--- src/rtl/omr_pkg.sv ---
// Constants and types shared by the operating mode register block.
package omr_pkg;

    // ------------------------------------------------------------------
    // Register bus
    // ------------------------------------------------------------------
    localparam int DATA_W = 24;
    localparam int ADDR_W = 4;
    localparam logic [ADDR_W-1:0] ADDR_MODE_CTRL = 4'h0;
    localparam logic [ADDR_W-1:0] ADDR_IRQ_STATUS = 4'h1;
    localparam logic [ADDR_W-1:0] ADDR_IRQ_MASK = 4'h2;
    localparam logic [ADDR_W-1:0] ADDR_STOP_STATUS = 4'h3;

    // ------------------------------------------------------------------
    // Field positions of operating_mode_control
    // ------------------------------------------------------------------
    localparam int CHIP_MODE_LSB = 0;
    localparam int CHIP_MODE_W = 4;
    localparam int EXT_BUS_OFF_BIT = 4;
    localparam int STOP_WAIT_SHORT_BIT = 6;
    localparam int MEM_SWAP_ON_BIT = 7;
    localparam int CORE_DMA_PRIO_LSB = 8;
    localparam int CORE_DMA_PRIO_W = 2;
    localparam int BURST_ON_BIT = 10;
    localparam int ACK_SYNC_SEL_BIT = 11;
    localparam int RELEASE_SLOW_BIT = 12;
    localparam int ASYNC_ARB_ON_BIT = 13;
    localparam int STACK_EXT_SPACE_BIT = 16;
    localparam int STACK_EXT_OVER_BIT = 18;
    localparam int STACK_EXT_WRAPPED_BIT = 19;
    localparam int STACK_EXT_ON_BIT = 20;

    // Bits that store what software writes; all others read as zero except flag bits 18 and 19.
    localparam logic [DATA_W-1:0] CTRL_WRITE_MASK = 24'h113fdf;
    localparam logic [DATA_W-1:0] CTRL_RESET = 24'h000000;

    // ------------------------------------------------------------------
    // Interrupt status bits
    // ------------------------------------------------------------------
    localparam int IRQ_W = 3;
    localparam int IRQ_OVER_BIT = 0;
    localparam int IRQ_WRAP_BIT = 1;
    localparam int IRQ_STOP_DONE_BIT = 2;
    localparam logic [IRQ_W-1:0] IRQ_MASK_RESET = 3'h0;

    // ------------------------------------------------------------------
    // Stop recovery delay, in core clock cycles
    // ------------------------------------------------------------------
    localparam int STOP_CNT_W = 18;
    localparam int STOP_WAIT_LONG_CYC = 131072;
    localparam logic [STOP_CNT_W-1:0] STOP_WAIT_SHORT_CYC = 18'h00010;

    // ------------------------------------------------------------------
    // Core versus DMA priority encodings
    // ------------------------------------------------------------------
    typedef enum logic [1:0] {
        PRIO_COMPARE = 2'h0,
        PRIO_DMA_HIGHER = 2'h1,
        PRIO_DMA_EQUAL = 2'h2,
        PRIO_DMA_LOWER = 2'h3
    } core_dma_prio_t;

    typedef enum logic {
        STOP_IDLE,
        STOP_WAIT
    } stop_state_t;

endpackage

--- src/rtl/operating_mode_register.sv ---
// Operating mode register with stack flags, stop delay and bus arbitration.
//
// How it works
// RQ1 - Bits 3 to 0 hold the chip operating mode and drive the mode output.
// RQ2 - Bit 4 set turns the external bus off, clear leaves it on.
// RQ3 - Leaving stop waits 128K cycles with bit 6 clear, 16 cycles with it set.
// RQ4 - Bit 7 set enables memory switching, clear disables it.
// RQ5 - Bits 9 to 8 pick a priority behaviour, one comparing core and channel.
// RQ6 - The other codes make DMA higher, equal or lower than the core.
// RQ7 - Bit 10 enables the bus burst mode while set.
// RQ8 - Bit 11 picks the transfer acknowledge pin raw or synchronised.
// RQ9 - Bit 12 clear gives fast bus release, set gives slow release.
// RQ10 - Bit 13 set allows asynchronous bus arbitration, clear keeps it sync.
// RQ11 - Bit 18 is set on a stack extension overflow and stays until cleared.
// RQ12 - Bit 19 is set on a stack extension wrap and stays until cleared.
// RQ13 - Bit 20 enables the stack extension in memory while set.
// RQ14 - Bit 16 places the stack extension in X memory when clear, Y when set.
// RQ15 - Priority codes are 00 compare, 01 higher, 10 equal, 11 lower.
// RQ16 - Control fields read back as written, reserved bits read zero.
`timescale 1ns/1ps
`default_nettype none

module operating_mode_register
    import omr_pkg::*;
#(
    parameter int STOP_WAIT_LONG = STOP_WAIT_LONG_CYC
) (
    input wire logic ref_clk_i,
    input wire logic rst_n_i,
    input wire logic [ADDR_W-1:0] addr_i,
    input wire logic [DATA_W-1:0] wdata_i,
    input wire logic wr_i,
    input wire logic rd_i,
    output logic [DATA_W-1:0] rdata_o,
    input wire logic stack_over_evt_i,
    input wire logic stack_wrap_evt_i,
    input wire logic stop_exit_i,
    input wire logic ta_n_i,
    input wire logic [1:0] core_prio_field_i,
    input wire logic [1:0] dma_chan_prio_i,
    input wire logic dma_req_i,
    input wire logic core_req_i,
    output logic [CHIP_MODE_W-1:0] chip_mode_o,
    output logic ext_bus_off_o,
    output logic mem_swap_on_o,
    output logic burst_on_o,
    output logic release_slow_o,
    output logic async_arb_on_o,
    output logic stack_ext_on_o,
    output logic stack_ext_space_o,
    output logic stack_ext_over_o,
    output logic stack_ext_wrapped_o,
    output logic stop_busy_o,
    output logic stop_done_o,
    output logic ta_o,
    output logic dma_grant_o,
    output logic irq_o
);

    // ------------------------------------------------------------------
    // State
    // ------------------------------------------------------------------
    typedef struct packed {
        logic [DATA_W-1:0] ctrl;
        logic [IRQ_W-1:0] irq_mask;
        logic [DATA_W-1:0] rdata;
        logic ta_meta;
        logic ta_sync;
        logic ta;
        stop_state_t stop_state;
        logic [STOP_CNT_W-1:0] stop_cnt;
        logic stop_done;
        logic dma_grant;
        logic equal_turn_dma;
        logic irq;
    } omr_state_t;

    omr_state_t st;
    omr_state_t next_st;

    logic over_flag;
    logic wrap_flag;
    logic [IRQ_W-1:0] irq_status;
    logic [IRQ_W-1:0] irq_set;
    logic [IRQ_W-1:0] irq_clr;
    logic ctrl_wr;
    logic over_clr;
    logic wrap_clr;
    logic stop_done_evt;

    localparam logic [STOP_CNT_W-1:0] STOP_LONG_LOAD =
        STOP_CNT_W'(STOP_WAIT_LONG);

    // ------------------------------------------------------------------
    // Sticky flags
    // ------------------------------------------------------------------
    // Writing zero to a flag position of the control register clears it.
    assign ctrl_wr = wr_i && (addr_i == ADDR_MODE_CTRL);
    assign over_clr = ctrl_wr && !wdata_i[STACK_EXT_OVER_BIT];
    assign wrap_clr = ctrl_wr && !wdata_i[STACK_EXT_WRAPPED_BIT];

    sticky_flag u_over_flag (
        .ref_clk_i(ref_clk_i),
        .rst_n_i(rst_n_i),
        .set_i(stack_over_evt_i), // RQ11
        .clr_i(over_clr),
        .q_o(over_flag)
    );

    sticky_flag u_wrap_flag (
        .ref_clk_i(ref_clk_i),
        .rst_n_i(rst_n_i),
        .set_i(stack_wrap_evt_i), // RQ12
        .clr_i(wrap_clr),
        .q_o(wrap_flag)
    );

    // ------------------------------------------------------------------
    // Interrupt status, write one to clear
    // ------------------------------------------------------------------
    assign stop_done_evt = (st.stop_state == STOP_WAIT) &&
                           (st.stop_cnt == '0);

    always_comb begin
        irq_set = '0;
        irq_set[IRQ_OVER_BIT] = stack_over_evt_i;
        irq_set[IRQ_WRAP_BIT] = stack_wrap_evt_i;
        irq_set[IRQ_STOP_DONE_BIT] = stop_done_evt;
        irq_clr = '0;
        if (wr_i && (addr_i == ADDR_IRQ_STATUS)) begin
            irq_clr = wdata_i[IRQ_W-1:0];
        end
    end

    genvar gi;
    generate
        for (gi = 0; gi < IRQ_W; gi++) begin : g_irq
            sticky_flag u_irq_flag (
                .ref_clk_i(ref_clk_i),
                .rst_n_i(rst_n_i),
                .set_i(irq_set[gi]),
                .clr_i(irq_clr[gi]),
                .q_o(irq_status[gi])
            );
        end
    endgenerate

    // ------------------------------------------------------------------
    // Next state
    // ------------------------------------------------------------------
    always_comb begin
        logic [DATA_W-1:0] ctrl_view;
        core_dma_prio_t prio;
        ctrl_view = '0;
        prio = PRIO_COMPARE;
        next_st = st;

        // Control register write keeps only the defined bits.
        if (ctrl_wr) begin
            next_st.ctrl = wdata_i & CTRL_WRITE_MASK; // RQ16
        end
        if (wr_i && (addr_i == ADDR_IRQ_MASK)) begin
            next_st.irq_mask = wdata_i[IRQ_W-1:0];
        end

        // Read data stand in the cycle after the read strobe only.
        ctrl_view = st.ctrl & CTRL_WRITE_MASK; // RQ16
        ctrl_view[STACK_EXT_OVER_BIT] = over_flag; // RQ11
        ctrl_view[STACK_EXT_WRAPPED_BIT] = wrap_flag; // RQ12
        next_st.rdata = '0;
        if (rd_i) begin
            case (addr_i)
                ADDR_MODE_CTRL: begin
                    next_st.rdata = ctrl_view;
                end
                ADDR_IRQ_STATUS: begin
                    next_st.rdata[IRQ_W-1:0] = irq_status;
                end
                ADDR_IRQ_MASK: begin
                    next_st.rdata[IRQ_W-1:0] = st.irq_mask;
                end
                ADDR_STOP_STATUS: begin
                    next_st.rdata[STOP_CNT_W-1:0] = st.stop_cnt;
                    next_st.rdata[DATA_W-1] = (st.stop_state == STOP_WAIT);
                end
                default: begin
                    next_st.rdata = '0;
                end
            endcase
        end

        // Transfer acknowledge: raw pin or two-stage synchronised pin.
        // The raw path takes the pin into one flop, so its setup time is
        // the user's concern; the synchronised path costs two more cycles.
        next_st.ta_meta = ta_n_i;
        next_st.ta_sync = st.ta_meta;
        if (st.ctrl[ACK_SYNC_SEL_BIT]) begin
            next_st.ta = !st.ta_sync; // RQ8
        end else begin
            next_st.ta = !ta_n_i; // RQ8
        end

        // Stop recovery delay counter.
        next_st.stop_done = 1'b0;
        case (st.stop_state)
            STOP_IDLE: begin
                if (stop_exit_i) begin
                    next_st.stop_state = STOP_WAIT;
                    if (st.ctrl[STOP_WAIT_SHORT_BIT]) begin
                        next_st.stop_cnt = STOP_WAIT_SHORT_CYC - 1'b1; // RQ3
                    end else begin
                        next_st.stop_cnt = STOP_LONG_LOAD - 1'b1; // RQ3
                    end
                end
            end
            STOP_WAIT: begin
                if (st.stop_cnt == '0) begin
                    next_st.stop_state = STOP_IDLE;
                    next_st.stop_done = 1'b1;
                end else begin
                    next_st.stop_cnt = st.stop_cnt - 1'b1;
                end
            end
            default: begin
                next_st.stop_state = STOP_IDLE;
                next_st.stop_cnt = '0;
            end
        endcase

        // Core versus DMA arbitration.
        prio = core_dma_prio_t'(st.ctrl[CORE_DMA_PRIO_LSB +:
                                        CORE_DMA_PRIO_W]); // RQ5
        next_st.dma_grant = 1'b0;
        case (prio)
            PRIO_COMPARE: begin
                next_st.dma_grant = dma_req_i &&
                    (!core_req_i ||
                     (dma_chan_prio_i > core_prio_field_i)); // RQ5 RQ15
            end
            PRIO_DMA_HIGHER: begin
                next_st.dma_grant = dma_req_i; // RQ6 RQ15
            end
            PRIO_DMA_EQUAL: begin
                // Equal standing alternates when both want the bus.
                if (dma_req_i && core_req_i) begin
                    next_st.dma_grant = st.equal_turn_dma; // RQ6 RQ15
                    next_st.equal_turn_dma = !st.equal_turn_dma;
                end else begin
                    next_st.dma_grant = dma_req_i;
                end
            end
            PRIO_DMA_LOWER: begin
                next_st.dma_grant = dma_req_i && !core_req_i; // RQ6 RQ15
            end
            default: begin
                next_st.dma_grant = 1'b0;
            end
        endcase

        next_st.irq = |(irq_status & st.irq_mask);
    end

    // ------------------------------------------------------------------
    // Registers
    // ------------------------------------------------------------------
    always_ff @(posedge ref_clk_i) begin
        if (!rst_n_i) begin
            st <= '0;
            st.ctrl <= CTRL_RESET;
            st.irq_mask <= IRQ_MASK_RESET;
            st.ta_meta <= 1'b1;
            st.ta_sync <= 1'b1;
            st.stop_state <= STOP_IDLE;
        end else begin
            st <= next_st;
        end
    end

    // ------------------------------------------------------------------
    // Outputs
    // ------------------------------------------------------------------
    assign rdata_o = st.rdata;
    assign chip_mode_o = st.ctrl[CHIP_MODE_LSB +: CHIP_MODE_W]; // RQ1
    assign ext_bus_off_o = st.ctrl[EXT_BUS_OFF_BIT]; // RQ2
    assign mem_swap_on_o = st.ctrl[MEM_SWAP_ON_BIT]; // RQ4
    assign burst_on_o = st.ctrl[BURST_ON_BIT]; // RQ7
    assign release_slow_o = st.ctrl[RELEASE_SLOW_BIT]; // RQ9
    assign async_arb_on_o = st.ctrl[ASYNC_ARB_ON_BIT]; // RQ10
    assign stack_ext_on_o = st.ctrl[STACK_EXT_ON_BIT]; // RQ13
    assign stack_ext_space_o = st.ctrl[STACK_EXT_SPACE_BIT]; // RQ14
    assign stack_ext_over_o = over_flag;
    assign stack_ext_wrapped_o = wrap_flag;
    assign stop_busy_o = (st.stop_state == STOP_WAIT);
    assign stop_done_o = st.stop_done;
    assign ta_o = st.ta;
    assign dma_grant_o = st.dma_grant;
    assign irq_o = st.irq;

endmodule

`default_nettype wire

--- src/rtl/sticky_flag.sv ---
// Sticky flag: a hardware set holds the bit until a clear; set wins.
`timescale 1ns/1ps
`default_nettype none

module sticky_flag (
    input wire logic ref_clk_i,
    input wire logic rst_n_i,
    input wire logic set_i,
    input wire logic clr_i,
    output logic q_o
);

    typedef struct packed {
        logic q;
    } flag_state_t;

    flag_state_t st;
    flag_state_t next_st;

    always_comb begin
        next_st = st;
        if (set_i) begin
            next_st.q = 1'b1;
        end else if (clr_i) begin
            next_st.q = 1'b0;
        end
    end

    always_ff @(posedge ref_clk_i) begin
        if (!rst_n_i) begin
            st <= '0;
        end else begin
            st <= next_st;
        end
    end

    assign q_o = st.q;

endmodule

`default_nettype wire

--- config.mk ---
export PLATFORM = sky130hd
export DESIGN_NAME = operating_mode_register
export DESIGN_NICKNAME = d
export VERILOG_FILES = /design/src/rtl/omr_pkg.sv /design/src/rtl/operating_mode_register.sv /design/src/rtl/sticky_flag.sv
export SDC_FILE = /design/constraint.sdc
export NUM_CORES = 1
export LEC_CHECK = 0
export BUFFER_PORTS_ARGS = -buffer_cell sky130_fd_sc_hd__clkbuf_2
export CAP_MARGIN = 0
export CORE_MARGIN = 2
export CORE_UTILIZATION = 45
export DETAILED_ROUTE_END_ITERATION = 8
export HOLD_SLACK_MARGIN = 0.08
export PLACE_DENSITY = 0.74
export SETUP_SLACK_MARGIN = 0.5
export SYNTH_ARGS = -nofsm -noshare
export SYNTH_HDL_FRONTEND = slang
export SYNTH_SLANG_ARGS = --single-unit
--- constraint.sdc ---
create_clock -name ref_clk_i -period 3.65 [get_ports ref_clk_i]
set_clock_uncertainty 0.15 [all_clocks]
set_input_delay 0.73 -clock ref_clk_i [delete_from_list [all_inputs] [get_ports ref_clk_i]]
set_output_delay 0.73 -clock ref_clk_i [all_outputs]
set_load 0.01 [all_outputs]
==> flow_metrics.py, run 1 <==
metrics = {
    "place": {
        "placedCellCount": 506,
        "place_area_um2": 3623,
        "dp_hpwl_um": 5099,
        "place_ws_ns": 0.7205,
        "gp_congestion": 0.8560,
        "port-buffer-count": 74,
    },
    "grt": {
        "grt.total_usage": 0.1795,
        "grt_pass1_vias": 2573,
        "grtUsageMet1": 0.2254,
        "use_met2": 0.2979,
        "antenna_found_initial": 0,
        "grt_pass1_wl_um": 11990,
        "overflow": 0,
        "grt_max_degree": 29,
        "top_usage_layer": "met2",
        "globalRouteMet3Util": 0.04090,
    },
    "finish": {
        "final_area_um2": 3882,
        "fin_cells": 522,
        "fill_cells": 681,
        "syn2layout_area_growth_pct": 15.31,
        "postLayoutCoreUtil": 0.5353,
        "n_antenna_cell": 0,
        "fin_nets": 466,
        "drive_above_1_share": 0.2742,
    },
    "logic_synthesis": {
        "synthTopCellsByArea": "dfxtp_1 (42%), buf_4 (6.2%), nand2_1 (5.1%)",
        "ys_ff_latch": 71,
        "ys_warn_count": 0,
        "yosys.cell_types.count": 58,
        "synthArstFlopShare": 0,
        "synth-edff-count": 0,
        "syn_area_um2": 3367,
        "synth_cells": 372,
        "yosys_most_used_dff": "dfxtp_1",
        "synth_seq_area_share": 0.4221,
        "synth_top_area_cell": "dfxtp_1",
        "synth_top_area_frac": 0.4221,
        "synth.avg_cell_area_um2": 9.051,
    },
    "floorplan": {
        "io_pins": 84,
        "die_h_um": 90.50,
        "start_util": 0.4642,
        "core_region_area_um2": 7253,
        "row_count": 31,
        "die_width_um": 90.50,
        "die_area_um2": 8190,
    },
    "worst_setup_path": {
        "cpMaxStageDelayCell": "or4_4",
        "path_buf_inv": 1,
        "reg2reg_slack_ns": 0.69,
        "slowest_delay_ns": 0.63,
        "worstPathRequired_ns": 3.79,
        "worst_setup_path_end_kind": "flop",
        "critPathArrivalTime_ns": 3.10,
        "cp_top_family": "simple AND/OR/NAND/NOR gates",
        "cp_cell_sequence": "inv_1, ha_1, or4b_1, or4_4, o21ai_4, o21a_1, o221a_1",
        "cp_max_fo": 17,
        "path_class": "reg2reg",
        "worst_setup_path_start_kind": "flop",
    },
    "sta": {
        "timing.fmax_mhz": 337.9,
        "rsz0062_at_grt": "false",
        "worstMarginPinSlew_ns": 0.7126,
        "setup_tns_ns": 0,
        "finalSetupViolCount": 0,
        "fin_crit_ns": 2.959,
        "hold_ws_ns": 0.2713,
        "slew_headroom": 0.5222,
        "slew_violations": 0,
        "period_share": 0.8108,
        "report.final.hold_viol_count": 0,
        "worst_slack_ns": 0.6907,
    },
    "clocking": {
        "clock-sinks": 71,
        "clkLatencyLatePin_ns": 0.35,
        "cts_root_buffer": "clkbuf_8",
        "cts_tree": "yes",
        "cts.hold.buffers_added": 0,
        "h-tree-depth": 3,
        "clk_pin_slew_ns": 0.07,
        "cts_buffer_depth": 2,
        "cts_buffers": 9,
    },
    "drt": {
        "firstDrtPassIters": 4,
        "initialDrtViolationCount": 173,
        "routedWlPerCell_um": 13.64,
        "viasPerCell": 5.251,
        "drt_wl_total_um": 7118,
        "drc_errors": 0,
        "ant_nets": 0,
        "vias": 2741,
    },
    "power_and_ir_drop": {
        "ir_worst_vdd_uv": 198.1,
        "seqPwrFrac": 0.454,
        "switchingPower_uw": 461.4,
        "power_frac_comb": 0.123,
        "p_int_mw": 1.391,
        "powerDensity_nw_per_um2": 477.2,
        "total_power_mw": 1.853,
        "clkPwrFrac": 0.422,
        "cellLeakagePower_nw": 1.639,
        "swShare": 0.2491,
    },
    "min_path": {
        "hp-class": "reg2reg",
    },
    "job": {
        "maxCapViolCount": 0,
    },
    "status": {
        "status": "completed",
    },
}
==> final timing paths <==
check	from	endpoint	cells after the start
worst min register to register	next_st[24]	st[24]	1
worst min-delay path	next_st[24]	st[24]	1
worst max register to register	st[4]	st[17]	7
worst max-delay path	st[4]	st[17]	7
==> sequential cells by signal, indices dropped and copies added, names as in the netlist, 3 cells and up <==
register / flops
g_irq.u_irq_flag.q_o: 3
rdata_o: 22
st: 27
chip_mode_o: 4
==> worst reg2reg max path, cell delays in order (launching register included) <==
cell and delay (ns):
dfxtp_1 0.34, inv_1 0.10, ha_1 0.20, or4b_1 0.61, or4_4 0.63, o21ai_4 0.49
o21a_1 0.21, o221a_1 0.17
==> power groups by stage <==
stage | Sequential (mW) | Clock [mW] | Combinational [mW]
2_1_floorplan | 0.851 | 0 | 0.172
3_3_place_gp | 0.857 | 0 | 0.220
3_5_place_dp | 0.858 | 0 | 0.227
4_1_cts | 0.840 | 0.799 | 0.229
5_1_grt | 0.847 | 0.831 | 0.255
6_report | 0.841 | 0.783 | 0.229
==> cell families (layout without fill, tap and decap cells) <==
family	after synthesis	after routing	share of synthesized area
xor gates and xnor gates	3	3	0.007805
AOI/OAI and AO/OA	91	91	0.2014
muxes	11	11	0.03270
adders and majority gates	6	6	0.02230
other	1	2	0.001114
and+or+nand+nor	133	133	0.2137
DFF	71	71	0.4221
buffers and inverters	56	106	0.09885
==> routing by layer <==
metal	part of all wire	vias up
met5	0	-
met4	0.019	0
met2	0.48	57
met1	0.46	1306
met3	0.037	11
li1	-	1367
==> cell type report <==
cell class | instances | area [µm²] | area share
clock buffers | 11 | 151.4 | 0.03899
clock inverters | 5 | 103.9 | 0.02675
inverters | 9 | 33.78 | 0.008701
multi-input cells | 246 | 1625 | 0.4186
flip-flops and latches | 71 | 1421 | 0.3661
well taps | 99 | 123.9 | 0.03190
repair buffers | 81 | 422.9 | 0.1089
==> repair_timing <==
item | CTS | global route
resized for setup | 0 | 1
buffers inserted | 0 | 0
setup endpoints to repair | 0 | 2
==> cells in the final DEF (no fill, tap or decap), drive strengths merged, types with 3 or more instances in the layout <==
cell type	synthesis	routed
and3	3	3
nor2b	11	11
a22o	11	11
nor2	11	11
clkbuf	14	85
buf	33	7
and2	13	13
nand3	9	9
nor4	4	4
bufinv	0	3
o31ai	3	3
o21ai	13	13
o22ai	3	3
nor3	15	15
nand2b	5	5
a21oi	15	15
mux2i	11	11
o21a	7	7
dfxtp	71	71
nand2	46	46
a211oi	5	5
ha	6	6
or3	3	3
a21boi	21	21
or2	3	3
inv	9	9
==> synth_stat cells, types with 10 or more instances <==
| library cell | number |
|---|---|
| a21oi_1 | 10 |
| mux2i_1 | 11 |
| buf_4 | 28 |
| and2_1 | 13 |
| nor2b_1 | 11 |
| a22o_1 | 11 |
| nand2_1 | 46 |
| clkbuf_1 | 14 |
| dfxtp_1 | 71 |
| nor2_1 | 11 |
| nor3_1 | 11 |
| a21boi_1 | 12 |
Power figures use the tool's default switching activity.
==> run 2: changes to the inputs <==
PLACE_DENSITY = 0.77   (was 0.74)
clock period = 2.5 ns   (was 3.65 ns; I/O delays follow)
==> run 2 against run 1 <==
Compared with the run above:
- via count is 5.1% higher
- combinational power grew 93%
- final cell count increased by 4.8%
- sequential share of layout area fell by 2.3 points
- routed wire length increased by 7.5%
- fmax grew 26%
- sequential power grew 46%
- hold slack worse by 0.063 ns
- worst setup slack lost 0.54 ns
- clock power increased by 30%
- critical path type unchanged
- highest routed layer unchanged
==> flow_metrics.py, run 2 (synthesis results as in run 1) <==
metrics = {
    "status": {
        "status": "completed",
    },
    "drt": {
        "vias": 2881,
        "drt_wl_total_um": 7654,
        "viasPerCell": 5.267,
        "firstDrtPassIters": 4,
        "drc_errors": 0,
        "routedWlPerCell_um": 13.99,
        "ant_nets": 0,
        "initialDrtViolationCount": 155,
    },
    "place": {
        "gp_congestion": 0.8282,
        "dp_hpwl_um": 5295,
        "port-buffer-count": 74,
    },
    "sta": {
        "rsz0062_at_grt": "true",
        "period_share": 0.9408,
        "timing.fmax_mhz": 425.2,
        "finalSetupViolCount": 0,
        "slew_violations": 0,
        "report.final.hold_viol_count": 0,
        "fin_crit_ns": 2.352,
        "worstMarginPinSlew_ns": 0.5031,
        "slew_headroom": 0.6615,
        "setup_tns_ns": 0,
    },
    "finish": {
        "syn2layout_area_growth_pct": 23.41,
        "drive_above_1_share": 0.3549,
        "largest_reg_flops": 27,
        "final_cell_mix": "clkbuf_2 (74), dfxtp_1 (68), nand2_1 (45)",
        "final_common_cell": "clkbuf_2",
        "largest-register": "st",
        "postLayoutCoreUtil": 0.5729,
        "n_antenna_cell": 0,
        "fin_nets": 491,
    },
    "power_and_ir_drop": {
        "switchingPower_uw": 721.7,
        "clkPwrFrac": 0.378,
        "seqPwrFrac": 0.457,
        "cellLeakagePower_nw": 1.760,
        "powerDensity_nw_per_um2": 649.2,
        "p_int_mw": 1.976,
        "power_frac_comb": 0.164,
        "swShare": 0.2676,
        "total_power_mw": 2.697,
        "ir_worst_vdd_uv": 267.0,
    },
    "floorplan": {
        "io_pins": 84,
        "start_util": 0.4642,
        "die_area_um2": 8190,
        "die_h_um": 90.50,
        "row_count": 31,
        "core_region_area_um2": 7253,
        "die_width_um": 90.50,
    },
    "worst_setup_path": {
        "slowest_delay_ns": 0.47,
        "cp_top_family": "simple AND/OR/NAND/NOR gates",
        "worst_setup_path_end_kind": "flop",
        "path_class": "reg2reg",
        "worst_setup_path_start_kind": "flop",
        "critPathArrivalTime_ns": 2.47,
        "worstPathRequired_ns": 2.62,
        "cp_cell_sequence": "inv_2, ha_4, or4b_4, or4_4, buf_4, o21ai_4, nand2_2, a211oi_2",
        "cp_max_fo": 4,
        "path_buf_inv": 2,
        "cpMaxStageDelayCell": "or4_4",
    },
    "clocking": {
        "cts.hold.buffers_added": 0,
        "cts_root_buffer": "clkbuf_8",
        "clk_pin_slew_ns": 0.08,
        "cts_buffers": 9,
        "cts_tree": "yes",
        "clock-sinks": 71,
        "clkLatencyLatePin_ns": 0.35,
        "cts_buffer_depth": 2,
        "h-tree-depth": 3,
    },
    "grt": {
        "grt.total_usage": 0.1914,
        "grt_pass1_vias": 2808,
        "antenna_found_initial": 0,
        "grt_max_degree": 26,
        "overflow": 0,
        "grt_pass1_wl_um": 12870,
    },
    "min_path": {
        "hp-class": "in2reg",
    },
    "job": {
        "maxCapViolCount": 0,
    },
}
-- run 2: cell count changes in the layout (fill, tap and decap cells not counted), sizes merged --
cell | previous run | this run
clkinvlp | 0 | 1
buf | 7 | 32
bufinv | 3 | 2
-- run 2: worst register-to-register path, delay by kind of cell (launching register included) --
| kind | cells | cell delay (ns) |
|---|---|---|
| flops | 1 | 0.33 |
| buf+inv | 2 | 0.25 |
| simple gates | 3 | 1.02 |
| compound gates | 2 | 0.39 |
| fa+ha+maj | 1 | 0.14 |
-- run 2: worst paths after layout --
path / startpoint / endpoint / slack (ns) / depth (start not counted)
setup reg to reg: st[4] / st[13] / 0.15 / 8
setup / recovery: st[4] / st[13] / 0.15 / 8
hold reg to reg: next_st[24] / st[24] / 0.27 / 1
hold / removal: wdata_i[20] / stack_ext_on_o / 0.21 / 3
-- run 2: layout make-up --
class	count	area [µm²]
fillers	655	3098
multi-input cells	246	1717
flip-flops and latches	71	1425
repair buffers	106	633.1
clock buffers	11	141.4
well taps	99	123.9
clock inverters	5	81.33
inverters	9	33.78
-- run 2: metal layers --
metal / track usage / part of all wire / vias up
met3: 0.05259 / 0.043 / 18
met5: 0 / 0 / -
met2: 0.3178 / 0.48 / 79
met1: 0.2349 / 0.46 / 1359
li1: - / - / 1425
met4: 0.07564 / 0.020 / 0
-- run 2: power groups by stage --
stage,Sequential (mW),Combinational [mW],Clock (mW)
after detailed placement,1.26,0.360,0
after global routing,1.24,0.484,1.08
after global placement,1.25,0.351,0
after CTS,1.23,0.398,1.03
final,1.23,0.443,1.02
after floorplan,1.24,0.263,0
-- run 2: stage by stage --
step	instance area (µm²)	std cells	setup WS (ns)	hold slack [ns]
2_1_floorplan	3410	373	0.0002980	0.2363
3_3_place_gp	3719	515	0.08496	0.2433
3_5_place_dp	3719	515	0.04700	0.2581
4_1_cts	4059	541	0.1738	0.2012
5_1_grt	4155	547	0.08056	0.2081
6_report	4155	547	0.1479	0.2083
-- run 2: what timing repair did --
item | CTS | global route
endpoints found under the setup margin | 20 | 21
buffers inserted | 10 | 6
pin swaps | 9 | 7
gates resized for setup | 10 | 11
endpoints found under the hold margin | 0 | 0
==> run 3: changes to the inputs <==
CORE_UTILIZATION = 48   (was 45)
PLACE_DENSITY = 0.81   (was 0.77)
SETUP_SLACK_MARGIN = 0.05   (was 0.5)
==> run 3 against run 2 <==
Compared with the run above:
- core utilization increased by 0.87 points
- critical path depth did not move
- global-route usage fell by 0.11 points
- sequential share of layout area increased by 1.7 points
- final area shrank 4.9%
- sequential power about the same
- die area decreased by 6.0%
- via count shrank 2.3%
- critical endpoint is now st[18]
- highest routed layer unchanged
==> flow_metrics.py, run 3 (synthesis results as in run 1) <==
metrics = {
    "floorplan": {
        "row_count": 30,
        "die_width_um": 87.75,
        "die_area_um2": 7700,
        "die_h_um": 87.75,
        "start_util": 0.4956,
        "core_region_area_um2": 6794,
        "io_pins": 84,
    },
    "drt": {
        "initialDrtViolationCount": 182,
        "drt_wl_total_um": 7141,
        "ant_nets": 0,
        "vias": 2815,
        "viasPerCell": 5.311,
        "firstDrtPassIters": 5,
        "drc_errors": 0,
        "routedWlPerCell_um": 13.47,
    },
    "finish": {
        "fin_nets": 478,
        "final_area_um2": 3951,
        "final_cell_mix": "clkbuf_2 (74), dfxtp_1 (69), nand2_1 (46)",
        "largest_reg_flops": 27,
        "postLayoutCoreUtil": 0.5816,
        "drive_above_1_share": 0.3088,
        "final_common_cell": "clkbuf_2",
        "syn2layout_area_growth_pct": 17.35,
        "largest-register": "st",
        "n_antenna_cell": 0,
    },
    "worst_setup_path": {
        "cp_cell_sequence": "inv_2, ha_4, or4b_4, or4_4, o21ai_4, buf_4, a211o_1, o2111a_1",
        "worst_setup_path_end_kind": "flop",
        "r2r-end": "st[18]",
        "path_class": "reg2reg",
        "cp_max_fo": 5,
        "reg2reg_from": "st[5]",
        "slowest_delay_ns": 0.48,
        "reg2reg_slack_ns": 0.17,
        "cp-endpoint": "st[18]",
        "worstPathRequired_ns": 2.64,
        "worst_setup_path_start_kind": "flop",
        "critPathArrivalTime_ns": 2.47,
        "cpMaxStageDelayCell": "or4_4",
        "r2r_cells": 8,
        "crit_start": "st[5]",
    },
    "clocking": {
        "clk_pin_slew_ns": 0.08,
        "cts_buffer_depth": 2,
        "h-tree-depth": 3,
        "clkLatencyLatePin_ns": 0.34,
        "cts_tree": "yes",
        "cts_buffers": 9,
        "cts.hold.buffers_added": 0,
        "clock-sinks": 71,
        "cts_root_buffer": "clkbuf_8",
    },
    "job": {
        "maxCapViolCount": 0,
    },
    "place": {
        "place_ws_ns": 0.03667,
        "place_area_um2": 3721,
        "gp_congestion": 0.8510,
        "dp_hpwl_um": 5181,
        "port-buffer-count": 74,
    },
    "min_path": {
        "whs_path_depth": 3,
        "hp-class": "in2reg",
    },
    "status": {
        "status": "completed",
    },
    "sta": {
        "timing.fmax_mhz": 429.6,
        "rsz0062_at_grt": "false",
        "fin_crit_ns": 2.328,
        "finalSetupViolCount": 0,
        "period_share": 0.9311,
        "setup_tns_ns": 0,
        "hold_ws_ns": 0.2170,
        "report.final.hold_viol_count": 0,
        "slew_violations": 0,
        "worst_slack_ns": 0.1723,
    },
    "grt": {
        "overflow": 0,
        "antenna_found_initial": 0,
        "grt_pass1_vias": 2551,
        "grt.total_usage": 0.1903,
        "grt_pass1_wl_um": 11500,
        "grt_max_degree": 25,
    },
    "power_and_ir_drop": {
        "powerDensity_nw_per_um2": 635.5,
        "ir_worst_vdd_uv": 321.9,
        "cellLeakagePower_nw": 1.668,
    },
}
## run 3: cell types whose count changed in the layout (fill, tap and decap cells not counted), sizes merged
cell	previous run	this run
bufinv	2	1
clkinvlp	1	2
clkbuf	85	84
buf	32	19
## run 3: how the worst min path moves through the flow
| stage | from | end | slack, ns |
|---|---|---|---|
| floorplan | next_st[24] | st[24] | 0.24 |
| global placement | next_st[24] | st[24] | 0.24 |
| detailed placement | next_st[24] | st[24] | 0.25 |
| finish | wdata_i[10] | burst_on_o | 0.22 |
| CTS | ta_n_i | next_st[24] | 0.21 |
| global route | wdata_i[16] | stack_ext_space_o | 0.21 |
## run 3: metal layers
| layer | up-vias | global-route usage | part of all wire |
|---|---|---|---|
| li1 | 1388 | - | - |
| met1 | 1343 | 0.2399 | 0.46 |
| met2 | 74 | 0.3099 | 0.48 |
| met3 | 10 | 0.04713 | 0.048 |
| met4 | 0 | 0.08252 | 0.013 |
| met5 | - | 0 | 0 |
## run 3: power by group
part           internal [mW]  leakage (nW)  switching [mW]
combinational          0.171         0.994           0.207
sequential              1.18         0.580          0.0525
clock                  0.482        0.0944           0.422
total                   1.83          1.67           0.682
## run 3: area by class of cell
cell class,instances,area (µm²)
clock buffer,10,137.6
clock inverter,5,58.81
fill,570,2843
inverter,9,33.78
multi-input combinational,246,1653
sequential,71,1424
tap,96,120.1
timing repair buffer,93,524.3
## run 3: what timing repair did
action,CTS,global route
gates resized for setup,0,6
pin swaps,1,3
setup endpoints to repair,3,17
setup buffers,1,0
## run 3: per-stage QoR
step / total power, mW / std cells
after floorplan: 1.505 / 373
after global placement: 1.605 / 514
after detailed placement: 1.617 / 514
after CTS: 2.506 / 530
after global routing: 2.608 / 530
final: 2.511 / 530
## run 3: critical path: cells and delay by family, from the launching register on
kind            cells  cell delay, ns
simple gates        2            0.94
fa+ha+maj           1            0.14
flops               1            0.34
buf+inv             2            0.23
compound gates      3            0.47
